==> config.mk <==
export PLATFORM = sky130hd
export DESIGN_NAME = mc_event_qualifier
export DESIGN_NICKNAME = d
export VERILOG_FILES = /design/src/inc/mc_qual_pkg.sv /design/src/verilog/mc_event_qualifier.sv
export SDC_FILE = /design/constraint.sdc
export NUM_CORES = 1
export LEC_CHECK = 0
export BUFFER_PORTS_ARGS = -buffer_cell sky130_fd_sc_hd__buf_2
export CAP_MARGIN = 0
export CORE_MARGIN = 5
export CORE_UTILIZATION = 54
export CTS_CLUSTER_SIZE = 25
export DETAILED_ROUTE_END_ITERATION = 10
export GPL_TIMING_DRIVEN = 1
export PLACE_DENSITY = 0.95
export SLEW_MARGIN = 20
export SYNTH_ARGS = -nofsm -noshare
export SYNTH_HDL_FRONTEND = slang
export SYNTH_SLANG_ARGS = --single-unit
==> constraint.sdc <==
create_clock -name sys_clk -period 5.6 [get_ports sys_clk]
set_input_delay 0.84 -clock sys_clk [delete_from_list [all_inputs] [get_ports sys_clk]]
set_output_delay 0.84 -clock sys_clk [all_outputs]
set_load 0.05 [all_outputs]
==> src/inc/mc_qual_pkg.sv <==
// Shared constants and carriers for the memory controller event qualifier bank.
// Assumes one clock and a privileged register port driven from the same domain.
package mc_qual_pkg;
   // ****************************************
   // Register indices on the privileged port
   // ****************************************
   localparam logic [2:0] IDX_DSP = 3'h0;
   localparam logic [2:0] IDX_ISS = 3'h1;
   localparam logic [2:0] IDX_MAP = 3'h2;
   localparam logic [2:0] IDX_THR = 3'h3;
   localparam logic [2:0] IDX_PGT = 3'h4;
   localparam logic [2:0] IDX_PLD = 3'h5;
   localparam logic [2:0] IDX_FVC = 3'h6;
   // ****************************************
   // Writable bit masks and reset values
   // ****************************************
   localparam logic [63:0] MASK_DSP = 64'h0000_0000_0000_07FF;
   localparam logic [31:0] MASK_ISS = 32'h0000_03FF;
   localparam logic [31:0] MASK_MAP = 32'h0000_0FFF;
   localparam logic [31:0] MASK_THR = 32'h0000_07FF;
   localparam logic [31:0] MASK_PGT = 32'h0000_0FFF;
   localparam logic [31:0] MASK_PLD = 32'h0000_FFFF;
   localparam logic [31:0] MASK_FVC = 32'h00FF_FFFF;
   localparam logic [63:0] RST_QUAL = 64'h0;
   // ****************************************
   // Field positions (low bit)
   // ****************************************
   localparam int P_DSP_RDQ_FULL = 7;
   localparam int P_DSP_LAT_EN   = 6;
   localparam int P_DSP_FVID     = 0;
   localparam int P_ISS_PLD_MODE = 7;
   localparam int P_ISS_MODE     = 4;
   localparam int P_ISS_FRAME    = 0;
   localparam int P_MAP_PATROL   = 10;
   localparam int P_MAP_EV3      = 9;
   localparam int P_MAP_ANYCMD   = 8;
   localparam int P_MAP_CMD      = 5;
   localparam int P_THR_DN       = 9;
   localparam int P_THR_UP       = 7;
   localparam int P_THR_MOD      = 4;
   localparam int P_THR_ALL      = 3;
   localparam int P_THR_TTSEL    = 0;
   localparam int P_PGT_EMPTY    = 11;
   localparam int P_PGT_TRIG     = 9;
   localparam int P_PGT_TRANS    = 7;
   localparam int P_PGT_OPEN     = 6;
   localparam int P_PGT_RANK     = 2;
   localparam int P_PGT_RANK_EN  = 1;
   localparam int P_PGT_DIR      = 0;
   localparam int P_PLD_TRIG     = 14;
   localparam int P_PLD_ADDRQ    = 13;
   localparam int P_PLD_DRAM     = 8;
   localparam int P_PLD_SNGL     = 7;
   localparam int P_PLD_FVID     = 1;
   localparam int P_PLD_MODEQ    = 0;
   localparam int P_FVC_INITERR  = 23;
   localparam int P_FVC_SUB0     = 11;
   localparam int P_FVC_RESP     = 8;
   localparam int P_FVC_BCMD     = 5;
   localparam int P_FVC_FVID     = 0;
   // ****************************************
   // Encodings and primary event codes
   // ****************************************
   localparam logic [2:0] SUB_NB_DEBUG = 3'h7;
   localparam logic [2:0] SUB_RESP     = 3'h6;
   localparam logic [2:0] SUB_BCMD     = 3'h5;
   localparam logic [2:0] SUB_FASTRST  = 3'h4;
   localparam logic [2:0] SUB_ALERT    = 3'h3;
   localparam logic [2:0] SUB_POISON   = 3'h2;
   localparam logic [2:0] SUB_ECC      = 3'h1;
   localparam logic [2:0] SUB_CRC      = 3'h0;
   localparam logic [2:0] MODE_MAX     = 3'h3;
   localparam logic [4:0] EV_DSP_FILL  = 5'h00;
   localparam logic [4:0] EV_TRIP_UP   = 5'h04;
   localparam logic [4:0] EV_TRIP_DN   = 5'h05;
   localparam logic [4:0] EV_ISS       = 5'h09;
   localparam logic [4:0] EV_DRAM      = 5'h0A;
   localparam logic [4:0] EV_RETRY     = 5'h0B;
   localparam logic [4:0] EV_PAR       = 5'h0C;
   localparam logic [4:0] EV_FVC0      = 5'h0D;
   localparam logic [4:0] EV_PATROL    = 5'h11;
   localparam logic [4:0] EV_TRANS     = 5'h12;
   localparam logic [4:0] EV_AUTOCLOSE = 5'h15;
   localparam logic [4:0] EV_PGT       = 5'h16;
   localparam logic [4:0] EV_TT        = 5'h19;
   localparam logic [4:0] EV_HOSTCMD   = 5'h1A;
   // ****************************************
   // Carriers
   // ****************************************
   typedef struct packed {
      logic       wrq_empty, rdq_empty, wrq_full, rdq_full;
      logic       lat_valid, lat_complete;
      logic [5:0] lat_fvid;
      logic [2:0] cur_mode;
      logic       frame_valid;
      logic [3:0] frame_type;
      logic       patrol_rd, patrol_wr, patrol_accept;
      logic       map_trig, resp_valid;
      logic       host_cmd_valid;
      logic [2:0] host_cmd;
      logic       trip_up, trip_dn;
      logic [2:0] trip_module;
      logic [1:0] trip_cond;
      logic [7:0] throttle_active;
      logic       auto_close, empty_hit, page_open, policy_change;
      logic       pgt_trig1, pgt_trig2;
      logic       trans_valid, trans_wr;
      logic       tt_event;
      logic [3:0] tt_rank;
      logic       parity_err, pld_trig1, pld_trig2, addr_match;
      logic       dram_valid;
      logic [4:0] dram_cmd;
      logic       retry_valid;
      logic [5:0] retry_fvid;
      logic       nb_debug, init_err, fast_rst, alert, poison, ecc_err, crc_err;
      logic       fvc_resp_valid;
      logic [2:0] fvc_resp;
      logic       fvc_cmd_valid;
      logic [2:0] fvc_cmd;
      logic [4:0] fvc_fvid;
   } raw_ev_t;

   typedef struct packed {
      logic       dsp_fill, dsp_latency, iss_frame, sched_time;
      logic       dram_cmd, pld_retry, pld_trig;
      logic [3:0] fvc;
      logic       patrol, map_ev3, host_cmd;
      logic       trip_up, trip_dn, throttle_time;
      logic       auto_or_empty, pgt_page, pgt_transition, trans_cmd, pgt_state, tt_event;
   } qual_ev_t;
endpackage

==> src/verilog/mc_event_qualifier.sv <==
// Qualifier register bank and subevent filtering for the memory controller monitor.
// Assumes raw subunit events and counter selectors arrive on sys_clk, and the
// privileged register port is a one-cycle strobe interface on the same clock.
`timescale 1ns/1ns
module mc_event_qualifier
   import mc_qual_pkg::*;
#(
   parameter int NUM_CTRS = 6
) (
   // Clock and reset
   input  wire logic                 sys_clk,
   input  wire logic                 rstn,
   // Privileged register port
   input  wire logic                 reg_wr,
   input  wire logic                 reg_rd,
   input  wire logic [2:0]           reg_idx,
   input  wire logic [63:0]          reg_wdata,
   output      logic [63:0]          reg_rdata_ff,
   output      logic                 reg_ack_ff,
   output      logic                 reg_err_ff,
   // Subunit events and counter selectors
   input  wire raw_ev_t              raw,
   input  wire logic [NUM_CTRS*5-1:0] inc_sel,
   // Qualified events
   output      qual_ev_t             qual_ff,
   output      logic [NUM_CTRS-1:0]  ctr_inc_ff
);
   if (NUM_CTRS < 1 || NUM_CTRS > 16) begin : g_bad_ctrs
      $error("NUM_CTRS out of range");
   end

   // ****************************************
   // Register bank
   // ****************************************
   logic [63:0] dsp_ff;
   logic [31:0] iss_ff, map_ff, thr_ff, pgt_ff, pld_ff, fvc_ff;

   wire hit_dsp = reg_wr && reg_idx == IDX_DSP;
   wire hit_iss = reg_wr && reg_idx == IDX_ISS;
   wire hit_map = reg_wr && reg_idx == IDX_MAP;
   wire hit_thr = reg_wr && reg_idx == IDX_THR;
   wire hit_pgt = reg_wr && reg_idx == IDX_PGT;
   wire hit_pld = reg_wr && reg_idx == IDX_PLD;
   wire hit_fvc = reg_wr && reg_idx == IDX_FVC;
   wire idx_ok  = reg_idx <= IDX_FVC;
   wire [31:0] wlo = reg_wdata[31:0];

   // Settings land at the write edge, so events use them from the next cycle on
   always_ff @(posedge sys_clk) begin
      if (!rstn) begin
         dsp_ff <= RST_QUAL;
         iss_ff <= RST_QUAL[31:0];
         map_ff <= RST_QUAL[31:0];
         thr_ff <= RST_QUAL[31:0];
         pgt_ff <= RST_QUAL[31:0];
         pld_ff <= RST_QUAL[31:0];
         fvc_ff <= RST_QUAL[31:0];
      end else begin
         if (hit_dsp) dsp_ff <= reg_wdata & MASK_DSP;
         if (hit_iss) iss_ff <= wlo & MASK_ISS;
         if (hit_map) map_ff <= wlo & MASK_MAP;
         if (hit_thr) thr_ff <= wlo & MASK_THR;
         if (hit_pgt) pgt_ff <= wlo & MASK_PGT;
         if (hit_pld) pld_ff <= wlo & MASK_PLD;
         if (hit_fvc) fvc_ff <= wlo & MASK_FVC;
      end
   end

   logic [63:0] rd_mux;
   always_comb begin
      rd_mux = 64'h0;
      unique case (reg_idx)
         IDX_DSP: rd_mux = dsp_ff;
         IDX_ISS: rd_mux = {32'h0, iss_ff};
         IDX_MAP: rd_mux = {32'h0, map_ff};
         IDX_THR: rd_mux = {32'h0, thr_ff};
         IDX_PGT: rd_mux = {32'h0, pgt_ff};
         IDX_PLD: rd_mux = {32'h0, pld_ff};
         IDX_FVC: rd_mux = {32'h0, fvc_ff};
         default: rd_mux = 64'h0;
      endcase
   end

   // Unmapped index acks with error and reads zero
   always_ff @(posedge sys_clk) begin
      if (!rstn) begin
         reg_rdata_ff <= 64'h0;
         reg_ack_ff   <= 1'b0;
         reg_err_ff   <= 1'b0;
      end else begin
         reg_rdata_ff <= reg_rd ? rd_mux : 64'h0;
         reg_ack_ff   <= reg_rd || reg_wr;
         reg_err_ff   <= (reg_rd || reg_wr) && !idx_ok;
      end
   end

   // ****************************************
   // Field decode
   // ****************************************
   wire [3:0] dsp_en     = dsp_ff[P_DSP_RDQ_FULL +: 4];
   wire       lat_en     = dsp_ff[P_DSP_LAT_EN];
   wire [5:0] lat_fvid   = dsp_ff[P_DSP_FVID +: 6];
   wire [2:0] mode_sel   = iss_ff[P_ISS_MODE +: 3];
   wire [3:0] frame_sel  = iss_ff[P_ISS_FRAME +: 4];
   wire [1:0] patrol_sel = map_ff[P_MAP_PATROL +: 2];
   wire       mapper_event_three_choice = map_ff[P_MAP_EV3];
   wire       any_cmd    = map_ff[P_MAP_ANYCMD];
   wire [2:0] cmd_sel    = map_ff[P_MAP_CMD +: 3];
   wire [1:0] falling_crossing_condition = thr_ff[P_THR_DN +: 2];
   wire [1:0] rising_crossing_condition  = thr_ff[P_THR_UP +: 2];
   wire [2:0] crossing_module_select     = thr_ff[P_THR_MOD +: 3];
   wire       every_module_crossing      = thr_ff[P_THR_ALL];
   wire [2:0] throttle_time_module       = thr_ff[P_THR_TTSEL +: 3];
   wire       empty_sel  = pgt_ff[P_PGT_EMPTY];
   wire [1:0] pgt_trig   = pgt_ff[P_PGT_TRIG +: 2];
   wire [1:0] trans_sel  = pgt_ff[P_PGT_TRANS +: 2];
   wire       open_sel   = pgt_ff[P_PGT_OPEN];
   wire [3:0] throttle_rank_select = pgt_ff[P_PGT_RANK +: 4];
   wire       rank_single          = pgt_ff[P_PGT_RANK_EN];
   wire       policy_transition_direction = pgt_ff[P_PGT_DIR];
   wire [1:0] pld_trig   = pld_ff[P_PLD_TRIG +: 2];
   wire       payload_address_qualify = pld_ff[P_PLD_ADDRQ];
   wire [4:0] dram_sel   = pld_ff[P_PLD_DRAM +: 5];
   wire       retry_sngl = pld_ff[P_PLD_SNGL];
   wire [5:0] retry_fvid = pld_ff[P_PLD_FVID +: 6];
   wire       mode_qual  = pld_ff[P_PLD_MODEQ];
   wire       init_sel   = fvc_ff[P_FVC_INITERR];
   wire [2:0] resp_sel   = fvc_ff[P_FVC_RESP +: 3];
   wire [2:0] bcmd_sel   = fvc_ff[P_FVC_BCMD +: 3];
   wire [4:0] fvid_sel   = fvc_ff[P_FVC_FVID +: 5];

   // ****************************************
   // Subunit qualification
   // ****************************************
   wire q_dsp_fill = |(dsp_en & {raw.wrq_empty, raw.rdq_empty, raw.wrq_full, raw.rdq_full});
   wire q_latency  = lat_en && raw.lat_valid && raw.lat_complete && raw.lat_fvid == lat_fvid;
   wire mode_legal = mode_sel <= MODE_MAX;
   wire q_sched    = mode_legal && raw.cur_mode == mode_sel;
   wire frame_legal = frame_sel <= 4'h3 || frame_sel == 4'h8 || frame_sel == 4'hC;
   wire q_frame    = raw.frame_valid && frame_legal && raw.frame_type == frame_sel;
   wire patrol_acc = raw.patrol_accept && (raw.patrol_rd || raw.patrol_wr);
   wire q_patrol   = patrol_sel == 2'h2 ? raw.patrol_wr :
                     patrol_sel == 2'h1 ? raw.patrol_rd : patrol_acc;
   wire q_map_ev3  = mapper_event_three_choice ? raw.map_trig : raw.resp_valid;
   wire q_host     = raw.host_cmd_valid && (any_cmd || raw.host_cmd == cmd_sel);
   wire mod_hit    = every_module_crossing || raw.trip_module == crossing_module_select;
   wire q_trip_up  = raw.trip_up && mod_hit && raw.trip_cond == rising_crossing_condition;
   wire q_trip_dn  = raw.trip_dn && mod_hit && raw.trip_cond == falling_crossing_condition;
   wire q_thr_time = raw.throttle_active[throttle_time_module];
   wire q_auto     = empty_sel ? raw.empty_hit : raw.auto_close;
   wire q_pstate   = open_sel ? raw.page_open : !raw.page_open;
   wire q_ptrans   = raw.policy_change && (raw.page_open == policy_transition_direction);
   wire q_pgt_page = pgt_trig == 2'h0 ? q_pstate :
                     pgt_trig == 2'h1 ? raw.pgt_trig1 :
                     pgt_trig == 2'h2 ? raw.pgt_trig2 : 1'b0;
   wire q_trans    = raw.trans_valid && (trans_sel == 2'h0 ||
                     (trans_sel == 2'h1 && raw.trans_wr) ||
                     (trans_sel == 2'h2 && !raw.trans_wr));
   wire q_tt       = raw.tt_event && (!rank_single || raw.tt_rank == throttle_rank_select);
   wire trig_raw   = pld_trig == 2'h0 ? raw.parity_err :
                     pld_trig == 2'h1 ? raw.pld_trig1 :
                     pld_trig == 2'h2 ? raw.pld_trig2 : 1'b0;
   // Address qualification only gates trigger matches, never parity errors
   wire q_pld_trig = trig_raw && (!payload_address_qualify || pld_trig == 2'h0 || raw.addr_match);
   wire mode_ok    = !mode_qual || (mode_legal && raw.cur_mode == mode_sel);
   wire q_dram     = raw.dram_valid && raw.dram_cmd == dram_sel && mode_ok;
   wire q_retry    = raw.retry_valid && (!retry_sngl || raw.retry_fvid == retry_fvid);
   wire resp_hit   = raw.fvc_resp_valid && raw.fvc_resp == resp_sel && raw.fvc_fvid == fvid_sel;
   wire cmd_hit    = raw.fvc_cmd_valid && raw.fvc_cmd == bcmd_sel && raw.fvc_fvid == fvid_sel;
   wire nb_sel     = init_sel ? raw.init_err : raw.nb_debug;
   wire [7:0] sub_src = {nb_sel, resp_hit, cmd_hit, raw.fast_rst, raw.alert,
                         raw.poison, raw.ecc_err, raw.crc_err};

   // Each selector indexes the same source vector independently
   wire [3:0] q_fvc;
   for (genvar g = 0; g < 4; g++) begin : g_sub
      assign q_fvc[g] = sub_src[fvc_ff[P_FVC_SUB0 + 3*g +: 3]];
   end

   qual_ev_t nxt_qual;
   always_comb begin
      nxt_qual = '0;
      nxt_qual.dsp_fill       = q_dsp_fill;
      nxt_qual.dsp_latency    = q_latency;
      nxt_qual.iss_frame      = q_frame;
      nxt_qual.sched_time     = q_sched;
      nxt_qual.dram_cmd       = q_dram;
      nxt_qual.pld_retry      = q_retry;
      nxt_qual.pld_trig       = q_pld_trig;
      nxt_qual.fvc            = q_fvc;
      nxt_qual.patrol         = q_patrol;
      nxt_qual.map_ev3        = q_map_ev3;
      nxt_qual.host_cmd       = q_host;
      nxt_qual.trip_up        = q_trip_up;
      nxt_qual.trip_dn        = q_trip_dn;
      nxt_qual.throttle_time  = q_thr_time;
      nxt_qual.auto_or_empty  = q_auto;
      nxt_qual.pgt_page       = q_pgt_page;
      nxt_qual.pgt_transition = q_ptrans;
      nxt_qual.trans_cmd      = q_trans;
      nxt_qual.pgt_state      = q_pstate;
      nxt_qual.tt_event       = q_tt;
   end

   // ****************************************
   // Counter steering
   // ****************************************
   logic [31:0] ev_vec;
   always_comb begin
      ev_vec               = 32'h0;
      ev_vec[EV_DSP_FILL]  = q_dsp_fill;
      ev_vec[EV_TRIP_UP]   = q_trip_up;
      ev_vec[EV_TRIP_DN]   = q_trip_dn;
      ev_vec[EV_ISS]       = q_frame;
      ev_vec[EV_DRAM]      = q_dram;
      ev_vec[EV_RETRY]     = q_retry;
      ev_vec[EV_PAR]       = q_pld_trig;
      ev_vec[EV_FVC0 +: 4] = q_fvc;
      ev_vec[EV_PATROL]    = q_patrol;
      ev_vec[EV_TRANS]     = q_trans;
      ev_vec[EV_AUTOCLOSE] = q_auto;
      ev_vec[EV_PGT]       = q_pgt_page;
      ev_vec[EV_TT]        = q_tt;
      ev_vec[EV_HOSTCMD]   = q_host;
   end

   wire [NUM_CTRS-1:0] nxt_ctr_inc;
   for (genvar c = 0; c < NUM_CTRS; c++) begin : g_ctr
      assign nxt_ctr_inc[c] = ev_vec[inc_sel[c*5 +: 5]];
   end

   always_ff @(posedge sys_clk) begin
      if (!rstn) begin
         qual_ff    <= '0;
         ctr_inc_ff <= '0;
      end else begin
         qual_ff    <= nxt_qual;
         ctr_inc_ff <= nxt_ctr_inc;
      end
   end
endmodule

==> results.cfg <==
[clock_tree]
clk_pin_slew_ns = 0.06
cts_tree = done
cts_buffer_depth = 2
clkSinkCount = 151
cts-hold-fix-buffers = 0
cts_buffers = 17
cts_root_buf = clkbuf_16
clock_latency_ns = 0.43
post-cts-setup-buffers = 0
htreeDepth = 4
cts_resized = 0

[worst_setup_path]
crit_slowest_cell = nand3_1
crit_chain = buf_2, nor2b_1, nand3_1, nand2_1, a21oi_1
path_class = in -> reg
cp-end-kind = flip-flop
critPathMaxStageDelay_ns = 0.88
critPathArrivalTime_ns = 3.48
crit_family = simple AND/OR/NAND/NOR gates
cp_num_buf_inv = 1
path_max_fanout = 27
cp_data_required_time_ns = 5.86
start_kind = input port

[power]
switching_power_w = 0.000777
p_seq_share_pct = 41.7
powerDensity_mw_per_mm2 = 280
p_sw_share_pct = 28.9
vdd_ir_drop_max_mv = 0.234
power_frac_comb_pct = 16.0
p_leak_nw = 3.87
p_clk_share_pct = 42.3
internal_power_w = 0.00191

[logic_synthesis]
synth_top_cell_area_share_pct = 37.3
synthMostInstantiatedCell = nand2_1
yosys-top-cells-count = 223 x nand2_1, 151 x dfxtp_1, 125 x a21oi_1
syn_area_per_cell_um2 = 8.09
synth_cell_type_count = 74
synthArstFlopShare_pct = 0
synth_seq_cells = 151
synth_seq_area_share_pct = 37.3
yosys.area.top_type = dfxtp_1
synthTopCellsByArea = dfxtp_1 37%, nand2_1 10%, a21oi_1 7.7%
postSynthCellCount = 1002
synthFlopType = dfxtp_1
synth_edf_count = 0
ys_warn_count = 0
syn_area_mm2 = 0.00810

[timing]
slew_viol_final = 0
fin_crit_ns = 3.22
slew-limit-headroom_pct = 20.4
hold_viol = 0
timing.final.crit_share_pct = 57.5
setup_tns_ns = 0
rsz0062_at_grt = false
max_slew.worst_pin.slew_ns = 1.18
setup_ws_ns = 2.38
finalSetupViolCount = 0
finClkSkew_ns = 0.0121
clock.fmax_mhz = 311

[detailed_routing]
first_pass_iters = 6
vias = 8474
routed_wl_mm = 27.4
routed_via_density = 6.18
drc = 0
drt_iter0_markers = 1155
wl_per_cell_um = 19.9
ant_nets = 0

[floorplanning]
initial_core_util_pct = 55.3
pin_count = 290
die_h_um = 132
core_area_mm2 = 0.0146
rows = 44
die_x_um = 132
die_area_mm2 = 0.0176

[layout]
diodes = 0
drive_gt1_share_pct = 23.7
area_growth_pct = 18.4
final_nets = 1370
postLayoutCellArea_mm2 = 0.00960

[global_route]
antenna_found_initial = 4
grt_pass1_vias = 8023
grt.total_usage_pct = 29.7
grt_overflow = 0
grt_max_degree = 76
grt_pass1_wl_mm = 42.0

[place]
port_buffers = 209
place_ws_ns = 2.10
dp_hpwl_mm = 19.6
gp_congestion = 0.961
placed_area_mm2 = 0.00901

[worst_hold_path]
hold_path_class = reg -> reg

[flow_run]
cap_violations = 0

[status]
status = completed
tightest hold or removal path: stages (launching register included):
cell and delay [ns]:
dfxtp_1 0.31, nand2_1 0.05, a21oi_1 0.05
registers in the layout (all words and copies together), names as in the netlist:
register,count
ctr_inc_ff,6
fvc_ff,24
dsp_ff,11
reg_err_ff,1
pgt_ff,12
pld_ff,16
thr_ff,11
map_ff,12
reg_rdata_ff,24
iss_ff,10
reg_ack_ff,1
qual_ff,23
logic make-up after synthesis:
family	share of synthesized area [%]
AO/OA/AOI/OAI	19.4
XOR/XNOR	5.17
buffers and inverters	7.20
flip-flops	37.3
multiplexers	8.26
other	0.0463
AND/OR/NAND/NOR	22.6
through the flow:
stage               instances  utilization (%)  hold slack [ns]  power (W)
floorplan                1041                -            0.432    0.00144
global placement         1340             61.5            0.438    0.00155
detailed placement       1340             61.5            0.449    0.00156
CTS                      1372             65.5            0.457    0.00268
global route             1372             65.5            0.481    0.00276
finish                   1372             65.5            0.462    0.00269
placed cells by master (no fill, tap or decap), types with 12 or more instances in the layout:
| cell | instances |
|---|---|
| nor2b_1 | 16 |
| nor3_1 | 18 |
| o21ai_0 | 12 |
| nand3_1 | 22 |
| inv_1 | 15 |
| nand2_1 | 223 |
| a21oi_1 | 125 |
| nand2b_1 | 12 |
| a22oi_1 | 18 |
| mux4_2 | 13 |
| and2_1 | 21 |
| clkbuf_16 | 17 |
| xnor2_1 | 30 |
| nor4_1 | 12 |
| buf_2 | 209 |
| mux2i_1 | 23 |
| conb_1 | 40 |
| a221oi_1 | 14 |
| nor2_1 | 52 |
| xor2_1 | 16 |
| dfxtp_1 | 151 |
final timing paths:
| path | endpoint | from | cells past startpoint | slack (ns) |
|---|---|---|---|---|
| max | fvc_ff[15]$_SDFFE_PN0P_ | reg_idx[1] | 5 | 2.38 |
| min | map_ff[0]$_SDFFE_PN0P_ | map_ff[0]$_SDFFE_PN0P_ | 2 | 0.46 |
| max reg2reg | ctr_inc_ff[4]$_SDFF_PN0_ | fvc_ff[0]$_SDFFE_PN0P_ | 7 | 2.86 |
| min reg2reg | map_ff[0]$_SDFFE_PN0P_ | map_ff[0]$_SDFFE_PN0P_ | 2 | 0.46 |
power groups by stage:
stage	Sequential (W)	Clock, W	Combinational (W)
2_1_floorplan	0.00118	0	0.000262
3_3_place_gp	0.00114	0	0.000408
3_5_place_dp	0.00114	0	0.000417
4_1_cts	0.00112	0.00114	0.000420
5_1_grt	0.00112	0.00118	0.000456
6_report	0.00112	0.00114	0.000431
layer usage:
metal / vias up / GRT usage, % / routed length, um
met4: 8 / 17.4 / 1620
met1: 3788 / 36.5 / 9740
li1: 3783 / - / -
met2: 730 / 45.9 / 12200
met3: 165 / 9.19 / 3730
met5: - / 0 / 42
layout make-up:
cell class / count / area, um^2
clock inverter: 11 / 121
fill: 1147 / 5050
tap: 184 / 230
timing repair buffer: 210 / 1050
inverter: 16 / 61.3
sequential: 151 / 3020
clock buffer: 21 / 460
multi-input combinational: 779 / 4650
Power figures use the tool's default switching activity.
